File: src/verilog/rstc_pkg.sv
// rstc_pkg: register map, field positions, reset values and codes
// assumes byte addresses on a plain strobe port, one word per register
package rstc_pkg;

    // register byte offsets
    localparam logic [4:0] RSTC_CMD_OFS     = 5'h00;
    localparam logic [4:0] RSTC_STS_OFS     = 5'h04;
    localparam logic [4:0] RSTC_MODE_OFS    = 5'h08;
    localparam logic [4:0] RSTC_IRQ_STS_OFS = 5'h0c;
    localparam logic [4:0] RSTC_IRQ_MSK_OFS = 5'h10;

    // password field
    localparam int         RSTC_KEY_LSB = 24;
    localparam logic [7:0] RSTC_KEY_VAL = 8'ha5;

    // command bits
    localparam int RSTC_CPU_BIT = 0;
    localparam int RSTC_PER_BIT = 2;
    localparam int RSTC_PIN_BIT = 3;

    // status fields
    localparam int RSTC_EDGE_BIT  = 0;
    localparam int RSTC_CAUSE_LSB = 8;
    localparam int RSTC_LEVEL_BIT = 16;
    localparam int RSTC_BUSY_BIT  = 17;

    // mode fields and reset values
    localparam int         RSTC_PEN_BIT     = 0;
    localparam int         RSTC_PIEN_BIT    = 4;
    localparam int         RSTC_LEN_LSB     = 8;
    localparam logic       RSTC_PEN_RST     = 1'b1;
    localparam logic       RSTC_PIEN_RST    = 1'b0;
    localparam logic [3:0] RSTC_LEN_RST     = 4'h0;

    // interrupt status bits
    localparam int RSTC_IRQ_EDGE = 0;
    localparam int RSTC_IRQ_DONE = 1;

    // reset cause codes
    localparam logic [2:0] RSTC_CAUSE_GEN  = 3'h0;
    localparam logic [2:0] RSTC_CAUSE_BKUP = 3'h1;
    localparam logic [2:0] RSTC_CAUSE_WDOG = 3'h2;
    localparam logic [2:0] RSTC_CAUSE_SW   = 3'h3;
    localparam logic [2:0] RSTC_CAUSE_USER = 3'h4;

    // slow clock tick counts
    localparam logic [1:0] RSTC_HOLD_TICKS = 2'h3;

    typedef enum logic [1:0] {
        ST_IDLE,
        ST_SW,
        ST_USER,
        ST_HW
    } rstc_state_t;

endpackage : rstc_pkg

File: src/verilog/rstc_pulse.sv
// rstc_pulse: pin reset pulse timer, 2^(len+1) slow ticks long
// assumes tick_in is a one-cycle pulse per slow clock rising edge
`timescale 1ns/10ps
`default_nettype none
module rstc_pulse (
    // clock and reset
    input  wire logic       core_clk_in,
    input  wire logic       sys_rst_in,
    // control
    input  wire logic       go_in,
    input  wire logic       tick_in,
    input  wire logic [3:0] len_in,
    // state
    output logic            active_out
);

    typedef struct packed {
        logic        active;
        logic [16:0] cnt;
    } rstc_pulse_t;

    rstc_pulse_t q, d;
    logic [16:0] last;

    // last tick index of the pulse; len 15 gives 2^16 ticks
    always_comb begin
        last = 17'((17'h1 << (5'(len_in) + 5'h1)) - 17'h1);
        d    = q;
        if (go_in) begin
            d.active = 1'b1;
            d.cnt    = '0;
        end else if (q.active && tick_in) begin
            if (q.cnt == last) begin
                d.active = 1'b0;
            end else begin
                d.cnt = 17'(q.cnt + 17'h1);
            end
        end
    end

    always_ff @(posedge core_clk_in) begin
        if (sys_rst_in) begin
            q <= '0;
        end else begin
            q <= d;
        end
    end

    assign active_out = q.active;
endmodule : rstc_pulse
`default_nettype wire

File: src/verilog/rstc_regs.sv
// rstc_regs: reset controller registers, reset sequencing, pin control
// assumes slow_clk_in far slower than core_clk_in, pin wired-low outside
//
// Local design decision: strobed register access.
`timescale 1ns/10ps
`default_nettype none
module rstc_regs
    import rstc_pkg::*;
(
    // clock and reset
    input  wire logic        core_clk_in,
    input  wire logic        sys_rst_in,
    // register port
    input  wire logic [4:0]  addr_in,
    input  wire logic [31:0] wr_data_in,
    input  wire logic        wr_in,
    input  wire logic        rd_in,
    output logic      [31:0] rd_data_out,
    // reset sources
    input  wire logic        slow_clk_in,
    input  wire logic        backup_rst_in,
    input  wire logic        wdog_fault_in,
    // external reset pin
    input  wire logic        pin_in,
    output logic             pin_out,
    output logic             pin_oe_out,
    // reset lines and interrupt
    output logic             cpu_rst_out,
    output logic             periph_rst_out,
    output logic             irq_out
);

    typedef struct packed {
        rstc_state_t st;
        logic [1:0]  ticks;
        logic        busy;
        logic        cpu_rst;
        logic        per_rst;
        logic        sw_cpu;
        logic [2:0]  cause;
        logic [2:0]  pend;
        logic        edge_flag;
        logic        pen;
        logic        pien;
        logic [3:0]  len;
        logic [1:0]  irq_sts;
        logic [1:0]  irq_msk;
        logic [31:0] rd_data;
        logic        irq;
        logic        slow_prev;
        logic        pin_prev;
        logic        suppress;
        logic        pulse_go;
        logic        pin_oe;
        logic        pin_val;
    } rstc_regs_t;

    rstc_regs_t q, d;
    logic [1:0] sync_s;
    logic       slow_s;
    logic       pin_s;
    logic       pulse_act;
    logic       tick;
    logic       fall;
    logic       key_ok;
    logic       cmd_ok;
    logic       cmd_any;

    ////////////////////////////////////////////////////////////////////
    // synchronisers and pin pulse timer

    // pin idles high, so its synchroniser resets high
    rstc_sync #(.WIDTH(2), .RST_VAL(2'h2)) u_sync (
        .core_clk_in (core_clk_in),
        .sys_rst_in  (sys_rst_in),
        .async_in    ({pin_in, slow_clk_in}),
        .sync_out    (sync_s)
    );

    assign slow_s = sync_s[0];
    assign pin_s  = sync_s[1];

    rstc_pulse u_pulse (
        .core_clk_in (core_clk_in),
        .sys_rst_in  (sys_rst_in),
        .go_in       (q.pulse_go),
        .tick_in     (tick),
        .len_in      (q.len),
        .active_out  (pulse_act)
    );

    ////////////////////////////////////////////////////////////////////
    // next state

    assign tick    = slow_s && !q.slow_prev;
    assign fall    = q.pin_prev && !pin_s;
    assign key_ok  = wr_data_in[RSTC_KEY_LSB +: 8] == RSTC_KEY_VAL;
    assign cmd_any = wr_data_in[RSTC_CPU_BIT] || wr_data_in[RSTC_PER_BIT]
                     || wr_data_in[RSTC_PIN_BIT];
    // busy or mid-reset commands vanish silently
    assign cmd_ok  = wr_in && addr_in == RSTC_CMD_OFS && key_ok
                     && !q.busy && q.st == ST_IDLE;

    always_comb begin
        d           = q;
        d.rd_data   = '0;
        d.pulse_go  = 1'b0;
        d.slow_prev = slow_s;
        d.pin_prev  = pin_s;
        d.pin_val   = 1'b0;
        d.pin_oe    = pulse_act;
        // mode write, reserved bits dropped
        if (wr_in && addr_in == RSTC_MODE_OFS && key_ok) begin
            d.pen  = wr_data_in[RSTC_PEN_BIT];
            d.pien = wr_data_in[RSTC_PIEN_BIT];
            d.len  = wr_data_in[RSTC_LEN_LSB +: 4];
        end
        if (wr_in && addr_in == RSTC_IRQ_MSK_OFS) begin
            d.irq_msk = wr_data_in[1:0];
        end
        if (wr_in && addr_in == RSTC_IRQ_STS_OFS) begin
            d.irq_sts = q.irq_sts & ~wr_data_in[1:0];
        end
        // software command
        if (cmd_ok && cmd_any) begin
            d.st       = ST_SW;
            d.ticks    = '0;
            d.busy     = 1'b1;
            d.cpu_rst  = wr_data_in[RSTC_CPU_BIT];
            d.per_rst  = wr_data_in[RSTC_PER_BIT];
            d.sw_cpu   = wr_data_in[RSTC_CPU_BIT];
            d.pulse_go = wr_data_in[RSTC_PIN_BIT];
            if (wr_data_in[RSTC_PIN_BIT]) begin
                d.suppress = 1'b1;
            end
        end
        // own pulse must not look like a user reset
        if (q.suppress && !pulse_act && !q.pulse_go && pin_s) begin
            d.suppress = 1'b0;
        end
        unique case (q.st)
            ST_IDLE: begin
                if (q.pen && !pin_s && !q.suppress && !cmd_ok) begin
                    d.st      = ST_USER;
                    d.ticks   = '0;
                    d.cpu_rst = 1'b1;
                    d.per_rst = 1'b1;
                end
            end
            ST_SW: begin
                if (tick) begin
                    d.ticks = 2'(q.ticks + 2'h1);
                    if (2'(q.ticks + 2'h1) == RSTC_HOLD_TICKS) begin
                        d.st      = ST_IDLE;
                        d.busy    = 1'b0;
                        d.cpu_rst = 1'b0;
                        d.per_rst = 1'b0;
                        d.irq_sts[RSTC_IRQ_DONE] = 1'b1;
                        if (q.sw_cpu) begin
                            d.cause = RSTC_CAUSE_SW;
                        end
                    end
                end
            end
            ST_USER, ST_HW: begin
                // held while pin low or backup asserted, then startup
                if ((q.st == ST_USER && !pin_s) ||
                    (q.st == ST_HW && backup_rst_in)) begin
                    d.ticks = '0;
                end else if (tick) begin
                    d.ticks = 2'(q.ticks + 2'h1);
                    if (2'(q.ticks + 2'h1) == RSTC_HOLD_TICKS) begin
                        d.st      = ST_IDLE;
                        d.cpu_rst = 1'b0;
                        d.per_rst = 1'b0;
                        d.cause   = (q.st == ST_USER) ? RSTC_CAUSE_USER
                                                      : q.pend;
                    end
                end
            end
        endcase
        // hardware sources outrank software and user resets
        if (backup_rst_in || (wdog_fault_in && q.st != ST_HW)) begin
            d.st      = ST_HW;
            d.pend    = backup_rst_in ? RSTC_CAUSE_BKUP
                                      : RSTC_CAUSE_WDOG;
            d.ticks   = '0;
            d.busy    = 1'b0;
            d.cpu_rst = 1'b1;
            d.per_rst = 1'b1;
        end
        // edge flag: read clears, a new edge in that cycle wins
        if (rd_in && addr_in == RSTC_STS_OFS) begin
            d.edge_flag = 1'b0;
        end
        if (fall) begin
            d.edge_flag = 1'b1;
            d.irq_sts[RSTC_IRQ_EDGE] = 1'b1;
        end
        d.irq = (d.edge_flag && d.pien && !d.pen)
                || |(d.irq_sts & d.irq_msk);
        // read data, valid only in the cycle after the strobe
        if (rd_in) begin
            unique case (addr_in)
                RSTC_STS_OFS: begin
                    d.rd_data[RSTC_EDGE_BIT]       = q.edge_flag;
                    d.rd_data[RSTC_CAUSE_LSB +: 3] = q.cause;
                    d.rd_data[RSTC_LEVEL_BIT]      = pin_s;
                    d.rd_data[RSTC_BUSY_BIT]       = q.busy;
                end
                RSTC_MODE_OFS: begin
                    d.rd_data[RSTC_PEN_BIT]      = q.pen;
                    d.rd_data[RSTC_PIEN_BIT]     = q.pien;
                    d.rd_data[RSTC_LEN_LSB +: 4] = q.len;
                end
                RSTC_IRQ_STS_OFS: d.rd_data[1:0] = q.irq_sts;
                RSTC_IRQ_MSK_OFS: d.rd_data[1:0] = q.irq_msk;
                default: d.rd_data = '0;
            endcase
        end
    end

    ////////////////////////////////////////////////////////////////////
    // state register

    always_ff @(posedge core_clk_in) begin
        if (sys_rst_in) begin
            q          <= '0;
            q.st       <= ST_IDLE;
            q.cause    <= RSTC_CAUSE_GEN;
            q.pen      <= RSTC_PEN_RST;
            q.pien     <= RSTC_PIEN_RST;
            q.len      <= RSTC_LEN_RST;
            q.pin_prev <= 1'b1;
        end else begin
            q <= d;
        end
    end

    assign rd_data_out    = q.rd_data;
    assign pin_out        = q.pin_val;
    assign pin_oe_out     = q.pin_oe;
    assign cpu_rst_out    = q.cpu_rst;
    assign periph_rst_out = q.per_rst;
    assign irq_out        = q.irq;

    logic cmd_wr;
    assign cmd_wr = wr_in && addr_in == RSTC_CMD_OFS && !backup_rst_in
                    && !wdog_fault_in;
endmodule : rstc_regs
`default_nettype wire

File: src/verilog/rstc_sync.sv
// rstc_sync: two-flop synchroniser for asynchronous levels
// assumes inputs are quasi-static against core_clk_in
`timescale 1ns/10ps
`default_nettype none
module rstc_sync #(
    parameter int               WIDTH   = 2,
    parameter logic [WIDTH-1:0] RST_VAL = '0
) (
    // clock and reset
    input  wire logic             core_clk_in,
    input  wire logic             sys_rst_in,
    // levels
    input  wire logic [WIDTH-1:0] async_in,
    output logic      [WIDTH-1:0] sync_out
);

    typedef struct packed {
        logic [WIDTH-1:0] s1;
        logic [WIDTH-1:0] s2;
    } rstc_sync_t;

    rstc_sync_t q, d;

    // first stage feeds only the second
    always_comb begin
        d    = q;
        d.s1 = async_in;
        d.s2 = q.s1;
    end

    always_ff @(posedge core_clk_in) begin
        if (sys_rst_in) begin
            q <= '{s1: RST_VAL, s2: RST_VAL};
        end else begin
            q <= d;
        end
    end

    assign sync_out = q.s2;

endmodule : rstc_sync
`default_nettype wire
File: config.mk
export PLATFORM = sky130hd
export DESIGN_NAME = rstc_regs
export DESIGN_NICKNAME = d
export VERILOG_FILES = /design/src/verilog/rstc_pkg.sv /design/src/verilog/rstc_pulse.sv /design/src/verilog/rstc_regs.sv /design/src/verilog/rstc_sync.sv
export SDC_FILE = /design/constraint.sdc
export NUM_CORES = 1
export LEC_CHECK = 0
export BUFFER_PORTS_ARGS = -buffer_cell sky130_fd_sc_hd__buf_2
export CAP_MARGIN = 20
export CORE_UTILIZATION = 30
export CTS_CLUSTER_DIAMETER = 120
export DETAILED_ROUTE_END_ITERATION = 7
export PLACE_DENSITY = 0.54
export SYNTH_ARGS = -nofsm -noshare
export SYNTH_HDL_FRONTEND = slang
export SYNTH_SLANG_ARGS = --single-unit
File: constraint.sdc
create_clock -name core_clk_in -period 3.9 [get_ports core_clk_in]
set_input_delay 0.39 -clock core_clk_in [delete_from_list [all_inputs] [get_ports core_clk_in]]
set_output_delay 0.39 -clock core_clk_in [all_outputs]
set_load 0.005 [all_outputs]
# After elaboration in Yosys (flattened, before gate mapping)
# Cells that the tools add are included.
word_totals:
  reg_bits: 86
  latchBits: 0
  ramBits: 0
  rom_bits: 0
  input_bits: 45
  output_inout_bits: 37
  word_cells: 155
  mem_count: 0
op_classes:
  n_addsub: 4
  mul: 0
  div: 0
  magnitude_cmp: 0
  n_eq_ne: 17
  n_shift: 1
  n_mux: 41
  bitwise_logic: 8
  reduce_logical: 55
ops:
  columns: ["operator", "count"]
  rows:
  - ["2-to-1 mux 18 bit", 2]
  - ["logical AND 1 bit", 24]
  - ["2-to-1 mux 3 bit", 8]
  - ["2-to-1 mux 2 bit", 10]
  - ["adder 17 x 1 -> 17 bit, second input constant", 1]
  - ["equality test 17 bit", 1]
  - ["2-to-1 mux 17 bit", 1]
  - ["left shift 1 x 5 -> 17 bit, first input constant", 1]
  - ["subtractor 17 x 1 -> 17 bit, second input constant", 1]
  - ["2-to-1 mux 7 bit", 2]
  - ["OR reduction 2 bit", 7]
  - ["one-hot mux 3 bit (2 select lines)", 2]
  - ["one-hot mux 4 bit (3 select lines)", 1]
  - ["equality test 5 x 4 -> 1 bit, second input constant", 2]
  - ["inequality test 2 bit, second input constant", 5]
  - ["equality test 8 bit, second input constant", 1]
  - ["logical NOT 1 bit", 8]
  - ["2-to-1 mux 1 bit", 8]
  - ["2-to-1 mux 4 bit", 2]
  - ["2-to-1 mux 8 bit", 1]
  - ["AND reduction 7 bit", 1]
  - ["equality test 2 bit, second input constant", 3]
  - ["2-to-1 mux 6 bit", 1]
  - ["one-hot mux 2 bit (3 select lines)", 1]
  - ["17 further kinds", 32]

# Longest topological paths before layout
# Gate-level depths: netlist of the first run.
depth:
  depth_word: 12
  depth_mapped: 16
  ltp_nobuf: 10

# Hierarchy
# From an unflattened synthesis of the first run, not the netlist that was laid out.
hier_totals:
  cells_unflattened: 419
  area_unflattened_um2: 3537.1
modules_own_cells:
  columns: ["mod", "instances", "cells_each", "area_each_um2", "seq_area_each_um2"]
  rows:
  - ["rstc_regs", 1, 221, 1919.3, 780.7]
  - ["rstc_pulse", 1, 190, 1512.7, 360.3]
  - ["rstc_sync", 1, 8, 105.1, 80.1]

# Worst setup path after synthesis of the first run
# Ideal clock, no wire load.
synth_path:
  path_kind: "register to register"
  start: "reg q[44] (netlist bit)"
  end: "reg u_pulse.q[12] (netlist bit)"
  setup_ns: 0.070
  arrival_time_ns: 2.945
  required_time_ns: 3.830
  slack_ns: 0.884
  stages_incl_launch_ff: 14
  n_path_buf: 3
  synth_period_minus_slack_ns: 3.016
  cell_sequence: "dfxtp_1 > buf_2 > buf_2 > nor2_1 > nand3_1 > ha_1 > or4b_4 > a211o_1 > and4_4 > o2111a_1 > and4b_1 > buf_6 > or4_1 > a21oi_1"
synth_via:
  elab_chain_cells: 6
synth_rtl:
  columns: ["element", "line_no", "text"]
  rows:
  - ["start: declaration", "rstc_regs.sv:58", "rstc_regs_t q, d;"]
  - ["adder 4 x 1 -> 5 bit", "rstc_pulse.sv:27", "last = 17'((17'h1 << (5'(len_in) + 5'h1)) - 17'h1);"]
  - ["left shift 1 x 5 -> 17 bit", "rstc_pulse.sv:27", null]
  - ["subtractor 17 x 1 -> 17 bit", "rstc_pulse.sv:27", null]
  - ["equality test 17 bit", "rstc_pulse.sv:33", "if (q.cnt == last) begin"]
  - ["NOT 1 bit (no line)", null, null]
  - ["AND reduction 2 bit (no line)", null, null]
  - ["end signal: assignment", "rstc_pulse.sv:43", "q <= '0;"]
  - ["end signal: assignment", "rstc_pulse.sv:45", "q <= d;"]
  - ["end: declaration", "rstc_pulse.sv:22", "rstc_pulse_t q, d;"]
# Every way passes these cells.
# A chain may end at the register's enable or synchronous reset.

# Worst setup path after layout of the first run
layout_path:
  start: "reg q[46] (netlist bit)"
  end: "reg u_pulse.q[14] (netlist bit)"
# The elaborated chain is that of the path after synthesis.

==> out/results.tsv, run 1 <==
metric	value	unit
ys_types	61	
cp-end-kind	flop	
tns	0	ns
grt_usage	0.1406	
std_cell_rows	38	
grt_max_degree	40	
p_total	0.001540	W
hold_path_class	in2reg	
synth-seq-area-share	0.3527	
combinationalPowerShare	0.045	
clock_path_buffers	2	
wl_per_cell	13.54	microns
synthTopCellsByArea	dfxtp_1, buf_4, a21oi_1	
ioPinCount	82	
p_int	0.001218	W
rsz0062_at_grt	false	
max_slew_margin	0.3809	
max_clock_freq	295.0	MHz
worstPathRequired	4.15	ns
yosys_register_bits	61	
area_growth	12.43	%
pre_cts_ws	0.5270	ns
setup_violations	0	
first_global_vias	2753	
async_flop_share	0	
ys.flop_type	dfxtp_1	
post-cts-setup-buffer-count	0	
final_hold_viol_count	0	
nets	497	
yosysMostFrequentCell	dfxtp_1	
holdBufCountCts	0	
diodes	0	
seqPwrFrac	0.415	
clk_latency	0.32	ns
setup_ws	0.5099	ns
synth_top_area_frac	0.3527	
drc	0	
drive_gt1_frac	0.1652	
io_buffers	42	
cts_root_buf	clkbuf_16	
period_share	0.8693	
fin_crit	3.390	ns
num_vias	3047	
powerDensity	395.8	nW/um^2
yosys-top-cells-count	dfxtp_1, a21oi_1, nand2_1, buf_4, nor2_1	
core	11030	sq um
place_congestion	0.8318	
arrival	3.64	ns
pwr-share-clk	0.540	
grt_overflow_total	0	
leakage	1.563	nW
synth_top_area_cell	dfxtp_1	
outcome	completed	
ys_warn_count	0	
via_per_inst	5.130	
antenna_found_initial	0	
worst_pin_slew	0.9280	ns
cts_tree	done	
die_y	109.4	microns
cts.clk_slew.worst_paths	0.05	ns
cts.sinks	61	
crit_fanout	31	
synth_edf_count	0	
drt-total-wl	8041	microns
path_class	reg2reg	
vdd_drop_max	0.1576	mV
slew_viol_final	0	
first_pass_iters	4	
cts_resized	0	
start_util	0.3139	
syn-instance-count	428	
swShare	0.2096	
grt_pass1_wl	13120	microns
die_w	109.4	microns
cap_violations	0	
avgSynthCellArea	8.089	sq um
cp-start-kind	flop	
htree_levels	3	
syn_area	3462	sq um
cts_inserted_buffers	9	
die_area	11970	sq um
drtAntennaViolNets	0	
power_switching	0.0003229	W
dpl.hpwl	5773	microns
finClkSkew	0.007683	ns
drtIter0Drc	169	
layout make-up:
cell class,count,area [sq um]
Fill cell,1157,7138
Tap cell,140,175.2
Sequential cell,61,1221
Clock buffer,12,236.5
Timing Repair Buffer,47,247.7
Inverter,11,41.29
Multi-Input combinational cell,319,1898
Clock inverter,4,72.57
cell families after synthesis:
kind of cell | after synthesis | synth area share
xor gates and xnor gates | 7 | 0.01771
buffers and inverters | 71 | 0.1240
other | 2 | 0.002169
muxes | 8 | 0.02349
AOI/OAI and AO/OA | 107 | 0.1981
and+or+nand+nor | 169 | 0.2711
adders and majority gates | 3 | 0.01084
DFF | 61 | 0.3527
final timing paths:
kind                    start                 end  slack, ns  depth (start not counted)
setup / recovery        q[46]       u_pulse.q[14]       0.51                         10
hold / removal         pin_in         u_sync.d[1]       0.25                          2
setup reg to reg        q[46]       u_pulse.q[14]       0.51                         10
hold reg to reg   u_sync.d[1]  u_sync.sync_out[1]       0.41                          1
routing by layer:
| metal | routed length (microns) | global-route usage | vias to the layer above |
|---|---|---|---|
| met4 | 64 | 0.03714 | 0 |
| met1 | 3852 | 0.1861 | 1429 |
| met2 | 3692 | 0.2192 | 77 |
| met3 | 431 | 0.04564 | 7 |
| met5 | 0 | 0 | - |
| li1 | - | - | 1534 |
metrics by stage:
step | cell area [sq um] | utilization | cells | hold WS (ns)
after floorplan | 3548 | - | 451 | 0.3895
after global placement | 3583 | 0.3249 | 578 | 0.3987
after detailed placement | 3583 | 0.3249 | 578 | 0.3940
after CTS | 3892 | 0.3529 | 594 | 0.2415
after global routing | 3892 | 0.3529 | 594 | 0.2429
final | 3892 | 0.3529 | 594 | 0.2473
power groups by stage:
stage / sequential, W / clock (W) / combinational, W
3_5_place_dp: 0.000652 / 0 / 0.0000687
4_1_cts: 0.000639 / 0.000850 / 0.0000690
5_1_grt: 0.000640 / 0.000883 / 0.0000791
2_1_floorplan: 0.000648 / 0 / 0.0000617
3_3_place_gp: 0.000652 / 0 / 0.0000682
6_report: 0.000639 / 0.000832 / 0.0000690
placed cells by master, fill, tap and decap left out, types with 3 or more instances in the layout:
cell type / instances
a211o_1: 3
a21boi_0: 3
a21oi_1: 37
a22o_1: 3
a22oi_1: 3
a31oi_1: 7
and2_1: 9
and3_1: 8
and4_1: 3
buf_2: 42
buf_4: 5
clkbuf_1: 3
clkbuf_16: 9
conb_1: 25
dfxtp_1: 61
ha_1: 3
inv_1: 11
mux2i_1: 7
nand2_1: 34
nand2b_1: 6
nand3_1: 8
nand4_1: 6
nor2_1: 32
nor2b_1: 9
nor3_1: 8
nor4_1: 5
o211ai_1: 3
o21ai_0: 19
o22ai_1: 3
o31ai_1: 8
or2_2: 6
or3_1: 14
or3b_2: 3
or4_1: 7
xor2_1: 5
flip-flops by register name (all words and copies together), names as in the netlist:
signal              count
periph_rst_out          1
irq_out                 1
u_pulse.active_out      1
u_sync.d                2
rd_data_out             9
cpu_rst_out             1
q                      26
u_pulse.q              17
u_sync.sync_out         2
pin_oe_out              1
critical path, cell delays in order, from the launching register on:
cell and delay (ns):
dfxtp_1 0.32, inv_1 0.13, nand3_1 0.12, ha_1 0.40, or4b_4 0.52, a211o_1 0.27, and4_4 0.16, o2111a_1 0.13
and4b_1 0.49, or4_1 0.61, a21oi_1 0.16
No activity file was read; power rests on OpenSTA's default activity.
==> inputs of run 2 (changes only) <==
--- a/config.mk
+++ b/config.mk
@@ -8,9 +8,11 @@
 export BUFFER_PORTS_ARGS = -buffer_cell sky130_fd_sc_hd__buf_2
 export CAP_MARGIN = 20
 export CORE_UTILIZATION = 30
+export CTS_BUF_LIST = sky130_fd_sc_hd__clkbuf_2
 export CTS_CLUSTER_DIAMETER = 120
 export DETAILED_ROUTE_END_ITERATION = 7
 export PLACE_DENSITY = 0.54
 export SYNTH_ARGS = -nofsm -noshare
 export SYNTH_HDL_FRONTEND = slang
+export SYNTH_HIERARCHICAL = 1
 export SYNTH_SLANG_ARGS = --single-unit
==> out/results.tsv, run 2 <==
metric	value	unit
use_met1	0.1672	
place_area	3699	sq um
fin_util	0.3374	
largest_reg_flops	26	
cap_violations	0	
yosys_register_bits	61	
worst_pin_slew	1.013	ns
syn-instance-count	419	
clk_latency	0.53	ns
drt-total-wl	7631	microns
cts_root_buf	clkbuf_2	
async_flop_share	0	
dpl.hpwl	5477	microns
drc	0	
area_growth	9.374	%
powerDensity	315.6	nW/um^2
start_util	0.3085	
synth-seq-area-share	0.3452	
place_congestion	0.8204	
synth_top_area_cell	dfxtp_1	
diodes	0	
finalNonFillerCells	598	
post-cts-setup-buffer-count	0	
met3_usage	0.03458	
crit_fanout	35	
outcome	completed	
yosys-top-cells-count	dfxtp_1, nor2_1, buf_4, nand2_1, a21oi_1	
leakage	1.479	nW
grt_max_degree	36	
synth_edf_count	0	
syn_area	3537	sq um
drtIter0Drc	118	
finClkSkew	0.02823	ns
core	11470	sq um
final_common_cell	dfxtp_1	
cp-end-kind	flop	
die_y	110.6	microns
path_class	reg2reg	
final_cell_mix	dfxtp_1, buf_2, nor2_1, nand2_1, conb_1	
wl_per_cell	12.76	microns
first_pass_iters	4	
period_share	0.8274	
ys_warn_count	6	
placedCellCount	580	
grt_util_met2	0.2046	
cts_inserted_buffers	9	
top_register	q	
grt_overflow_total	0	
hold_path_class	in2reg	
synthTopCellsByArea	dfxtp_1, buf_4, nor2_1	
ff2ff_setup_slack	0.67	ns
die_area	12230	sq um
max_clock_freq	309.9	MHz
antenna_found_initial	0	
std_cell_rows	39	
design_area	3869	sq um
ys_types	67	
first_global_vias	2746	
io_buffers	42	
via_per_inst	5.012	
grt_pass1_wl	12950	microns
htree_levels	3	
cts.clk_slew.worst_paths	0.21	ns
max_slew_margin	0.3246	
busiest_layer	met2	
synth_top_area_frac	0.3452	
cp-start-kind	flop	
vdd_drop_max	0.1728	mV
num_vias	2997	
drtAntennaViolNets	0	
die_w	110.6	microns
grt_usage	0.1290	
finalHoldWorstSlack	0.08316	ns
arrival	3.61	ns
drive_gt1_frac	0.1890	
clock_path_buffers	2	
ioPinCount	82	
setup_violations	0	
ys.flop_type	dfxtp_1	
slew_viol_final	0	
final_hold_viol_count	0	
rsz0062_at_grt	false	
fin_crit	3.227	ns
avgSynthCellArea	8.442	sq um
cts.sinks	61	
nets	498	
tns	0	ns
cts_tree	done	
worstPathRequired	4.28	ns
yosysMostFrequentCell	dfxtp_1	
-- run 2: cell count changes in the layout (fill, tap and decap cells not counted), sizes merged, moves of 5 or more --
cell	before	now
o21a	2	7
a21oi	37	29
nand2	34	26
and3b	0	6
nor2b	9	14
a31oi	7	2
nor3	8	13
-- run 2: worst max-delay path, cell delays in order (launching register included) --
cell	delay (ns)
dfxtp_1	0.38
nor4_4	0.39
inv_2	0.07
ha_1	0.34
nor2b_1	0.20
nand3_1	0.12
and3_1	0.20
or4b_4	0.53
nor4_4	0.25
buf_4	0.36
or3_1	0.18
a21oi_2	0.05
-- run 2: layer usage --
layer	up-vias	wire length, microns
met1	1396	3778
li1	1521	-
met2	70	3439
met4	0	96
met5	-	0
met3	10	316
-- run 2: cell families after synthesis --
kind of cell | Yosys count | share of synthesized area
compound gates | 104 | 0.2073
xor+xnor | 6 | 0.01486
fa+ha+maj | 3 | 0.01061
buf+inv | 61 | 0.1089
flops | 61 | 0.3452
mux | 9 | 0.02582
other cells | 2 | 0.002123
simple gates | 173 | 0.2851
-- run 2: what timing repair did --
| item | CTS | global route |
|---|---|---|
| hold buffers | 1 | 1 |
| hold endpoints to repair | 1 | 1 |
| gates resized for setup | 0 | 0 |
-- run 2: final cells by class --
type | instances | area (sq um)
well taps | 143 | 178.9
clock inverters | 7 | 105.1
repair buffers | 49 | 267.8
inverters | 9 | 33.78
clock buffers | 9 | 45.04
flip-flops and latches | 61 | 1221
fillers | 1224 | 7599
multi-input cells | 320 | 2017
-- run 2: worst paths after layout --
path / from / depth (start not counted) / end
worst min-delay path: wr_data_in[8] / 3 / q[43]
worst max register to register: q[44] / 11 / u_pulse/q[0]
worst min register to register: u_sync/d[1] / 1 / u_sync/sync_out[1]
worst max-delay path: q[44] / 11 / u_pulse/q[0]
-- run 2: metrics by stage --
stage | power (W) | worst slack [ns]
2_1_floorplan | 0.0007150 | 0.9476
3_3_place_gp | 0.0007274 | 0.7781
3_5_place_dp | 0.0007288 | 0.7222
4_1_cts | 0.001236 | 0.6683
5_1_grt | 0.001283 | 0.4113
6_report | 0.001221 | 0.6732
-- run 2: power by group --
part / internal (W) / switching, W
Sequential: 0.000633 / 0.00000871
Combinational: 0.0000314 / 0.0000447
Clock: 0.000223 / 0.000280
Total: 0.000888 / 0.000333
==> inputs of run 3 (changes only) <==
--- a/config.mk
+++ b/config.mk
@@ -11,7 +11,7 @@
 export CTS_BUF_LIST = sky130_fd_sc_hd__clkbuf_2
 export CTS_CLUSTER_DIAMETER = 120
 export DETAILED_ROUTE_END_ITERATION = 7
-export PLACE_DENSITY = 0.54
+export PLACE_DENSITY = 0.55
 export SYNTH_ARGS = -nofsm -noshare
 export SYNTH_HDL_FRONTEND = slang
 export SYNTH_HIERARCHICAL = 1
==> constraint.sdc (replaced) <==
create_clock -name core_clk_in -period 2.6 [get_ports core_clk_in]
set_input_delay 0.26 -clock core_clk_in [delete_from_list [all_inputs] [get_ports core_clk_in]]
set_output_delay 0.26 -clock core_clk_in [all_outputs]
set_load 0.005 [all_outputs]
==> out/results.tsv, run 3 (same netlist as run 2, synthesis figures left out) <==
metric	value	unit
outcome	finished, violations left	
violations	setup timing	
worst_pin_slew	0.6884	ns
first_pass_iters	4	
arrival	3.32	ns
drc	0	
grt_pass1_wl	13610	microns
cts.sinks	61	
swShare	0.2868	
grt_max_degree	36	
final_common_cell	dfxtp_1	
die_area	12230	sq um
dpl.hpwl	5741	microns
ioPinCount	82	
largest_reg_flops	26	
grt_usage	0.1351	
cp-start-kind	flop	
drtAntennaViolNets	0	
finalHoldWorstSlack	0.06560	ns
final_hold_viol_count	0	
top_register	q	
wl_per_cell	13.76	microns
leakage	1.657	nW
cts.clk_slew.worst_paths	0.21	ns
seq_area	1224	sq um
die_w	110.6	microns
clk_latency	0.52	ns
finClkSkew	0.02730	ns
clock_path_buffers	2	
pwr-share-clk	0.374	
slew_viol_final	0	
setup_violations	18	
max_slew_margin	0.5368	
start_util	0.3085	
die_y	110.6	microns
vdd_drop_max	0.2455	mV
path_class	reg2reg	
drive_gt1_frac	0.2639	
design_area	4328	sq um
cap_violations	0	
place_area	3786	sq um
drt-total-wl	8656	microns
hold_path_class	in2reg	
final_cell_mix	dfxtp_1, buf_2, nor2_1, conb_1, nand2_1	
core	11470	sq um
area_growth	22.36	%
grt_overflow_total	0	
combinationalPowerShare	0.075	
worstPathRequired	3.06	ns
fillCellCount	1133	
seqPwrFrac	0.552	
cts_root_buf	clkbuf_2	
period_share	1.103	
setup_ws	-0.2679	ns
std_cell_rows	39	
first_global_vias	2949	
powerDensity	403.0	nW/um^2
multi_input_area	2153	sq um
place_congestion	0.7818	
max_clock_freq	348.7	MHz
num_vias	3222	
fin_crit	2.868	ns
cts_inserted_buffers	9	
htree_levels	3	
tns	-3.955	ns
io_buffers	42	
cts_tree	done	
crit_fanout	8	
p_int	0.001244	W
antenna_found_initial	1	
rsz0062_at_grt	true	
power_switching	0.0005001	W
cp-end-kind	flop	
nets	528	
via_per_inst	5.122	
drtIter0Drc	149	
-- run 3: cell count changes in the layout (fill, tap and decap cells not counted), sizes merged --
cell         previous run  this run
clkinv                  0         2
diode                   0         1
dlygate4sd3             2        13
buf                    47        63
clkbuf                  9        12
bufinv                  2         1
inv                    13        12
-- run 3: final timing paths --
kind                                  start            endpoint  slack [ns]  cells after the start
worst min register to register  u_sync/d[1]  u_sync/sync_out[1]        0.44                      1
worst min-delay path             addr_in[0]      rd_data_out[0]        0.07                      4
worst max-delay path                  q[43]        u_pulse/q[9]       -0.27                     12
worst max register to register        q[43]        u_pulse/q[9]       -0.27                     12
-- run 3: final cells by class --
type	count	area share
antenna	1	0.0005782
clock buffer	9	0.01041
clock inverter	7	0.01879
inverter	9	0.007806
multi-input combinational	320	0.4975
sequential	61	0.2827
tap	143	0.04134
timing repair buffer	79	0.1408
-- run 3: power groups by stage --
stage	sequential, W	combinational, W	clock [W]
final	0.000962	0.000130	0.000652
after global placement	0.000980	0.000113	0
after detailed placement	0.000981	0.000115	0
after global routing	0.000965	0.000146	0.000714
after CTS	0.000962	0.000129	0.000678
after floorplan	0.000974	0.0000993	0
-- run 3: repair_timing --
item                                   in CTS  in global routing
hold buffers                               13                  0
pin swaps                                   0                 36
cloned                                      0                  6
endpoints found under the hold margin      12                  0
resized for setup                           3                 28
setup buffers                               0                  5
setup endpoints to repair                  18                 18
-- run 3: metal layers --
| metal | routed length (microns) | vias up | GRT usage | part of all wire |
|---|---|---|---|---|
| met4 | 148 | 0 | 0.06400 | 0.017 |
| met2 | 4109 | 103 | 0.2236 | 0.47 |
| met3 | 440 | 15 | 0.03074 | 0.051 |
| met5 | 0 | - | 0 | 0 |
| met1 | 3957 | 1522 | 0.1655 | 0.46 |
| li1 | - | 1582 | - | - |
-- run 3: metrics by stage --
| step | setup WS, ns | instances | util | power (W) |
|---|---|---|---|---|
| final | -0.2679 | 629 | 0.3774 | 0.001744 |
| after global routing | -0.3581 | 629 | 0.3774 | 0.001825 |
| after CTS | -0.2207 | 617 | 0.3533 | 0.001769 |
| after detailed placement | -0.2210 | 588 | 0.3302 | 0.001095 |
| after global placement | -0.2138 | 588 | 0.3302 | 0.001094 |
| after floorplan | 0.1316 | 442 | - | 0.001073 |
-- run 3: worst max-delay path, cell delays in order (launching register included) --
cell and delay, ns:
dfxtp_2 0.38, nor4_4 0.30, inv_2 0.09, ha_4 0.20, nor4bb_1 0.28, o21bai_1 0.11, nand3_1 0.08, or4b_4 0.48
nor4_4 0.30, buf_6 0.19, clkbuf_16 0.15, o31a_1 0.12, o21a_1 0.12
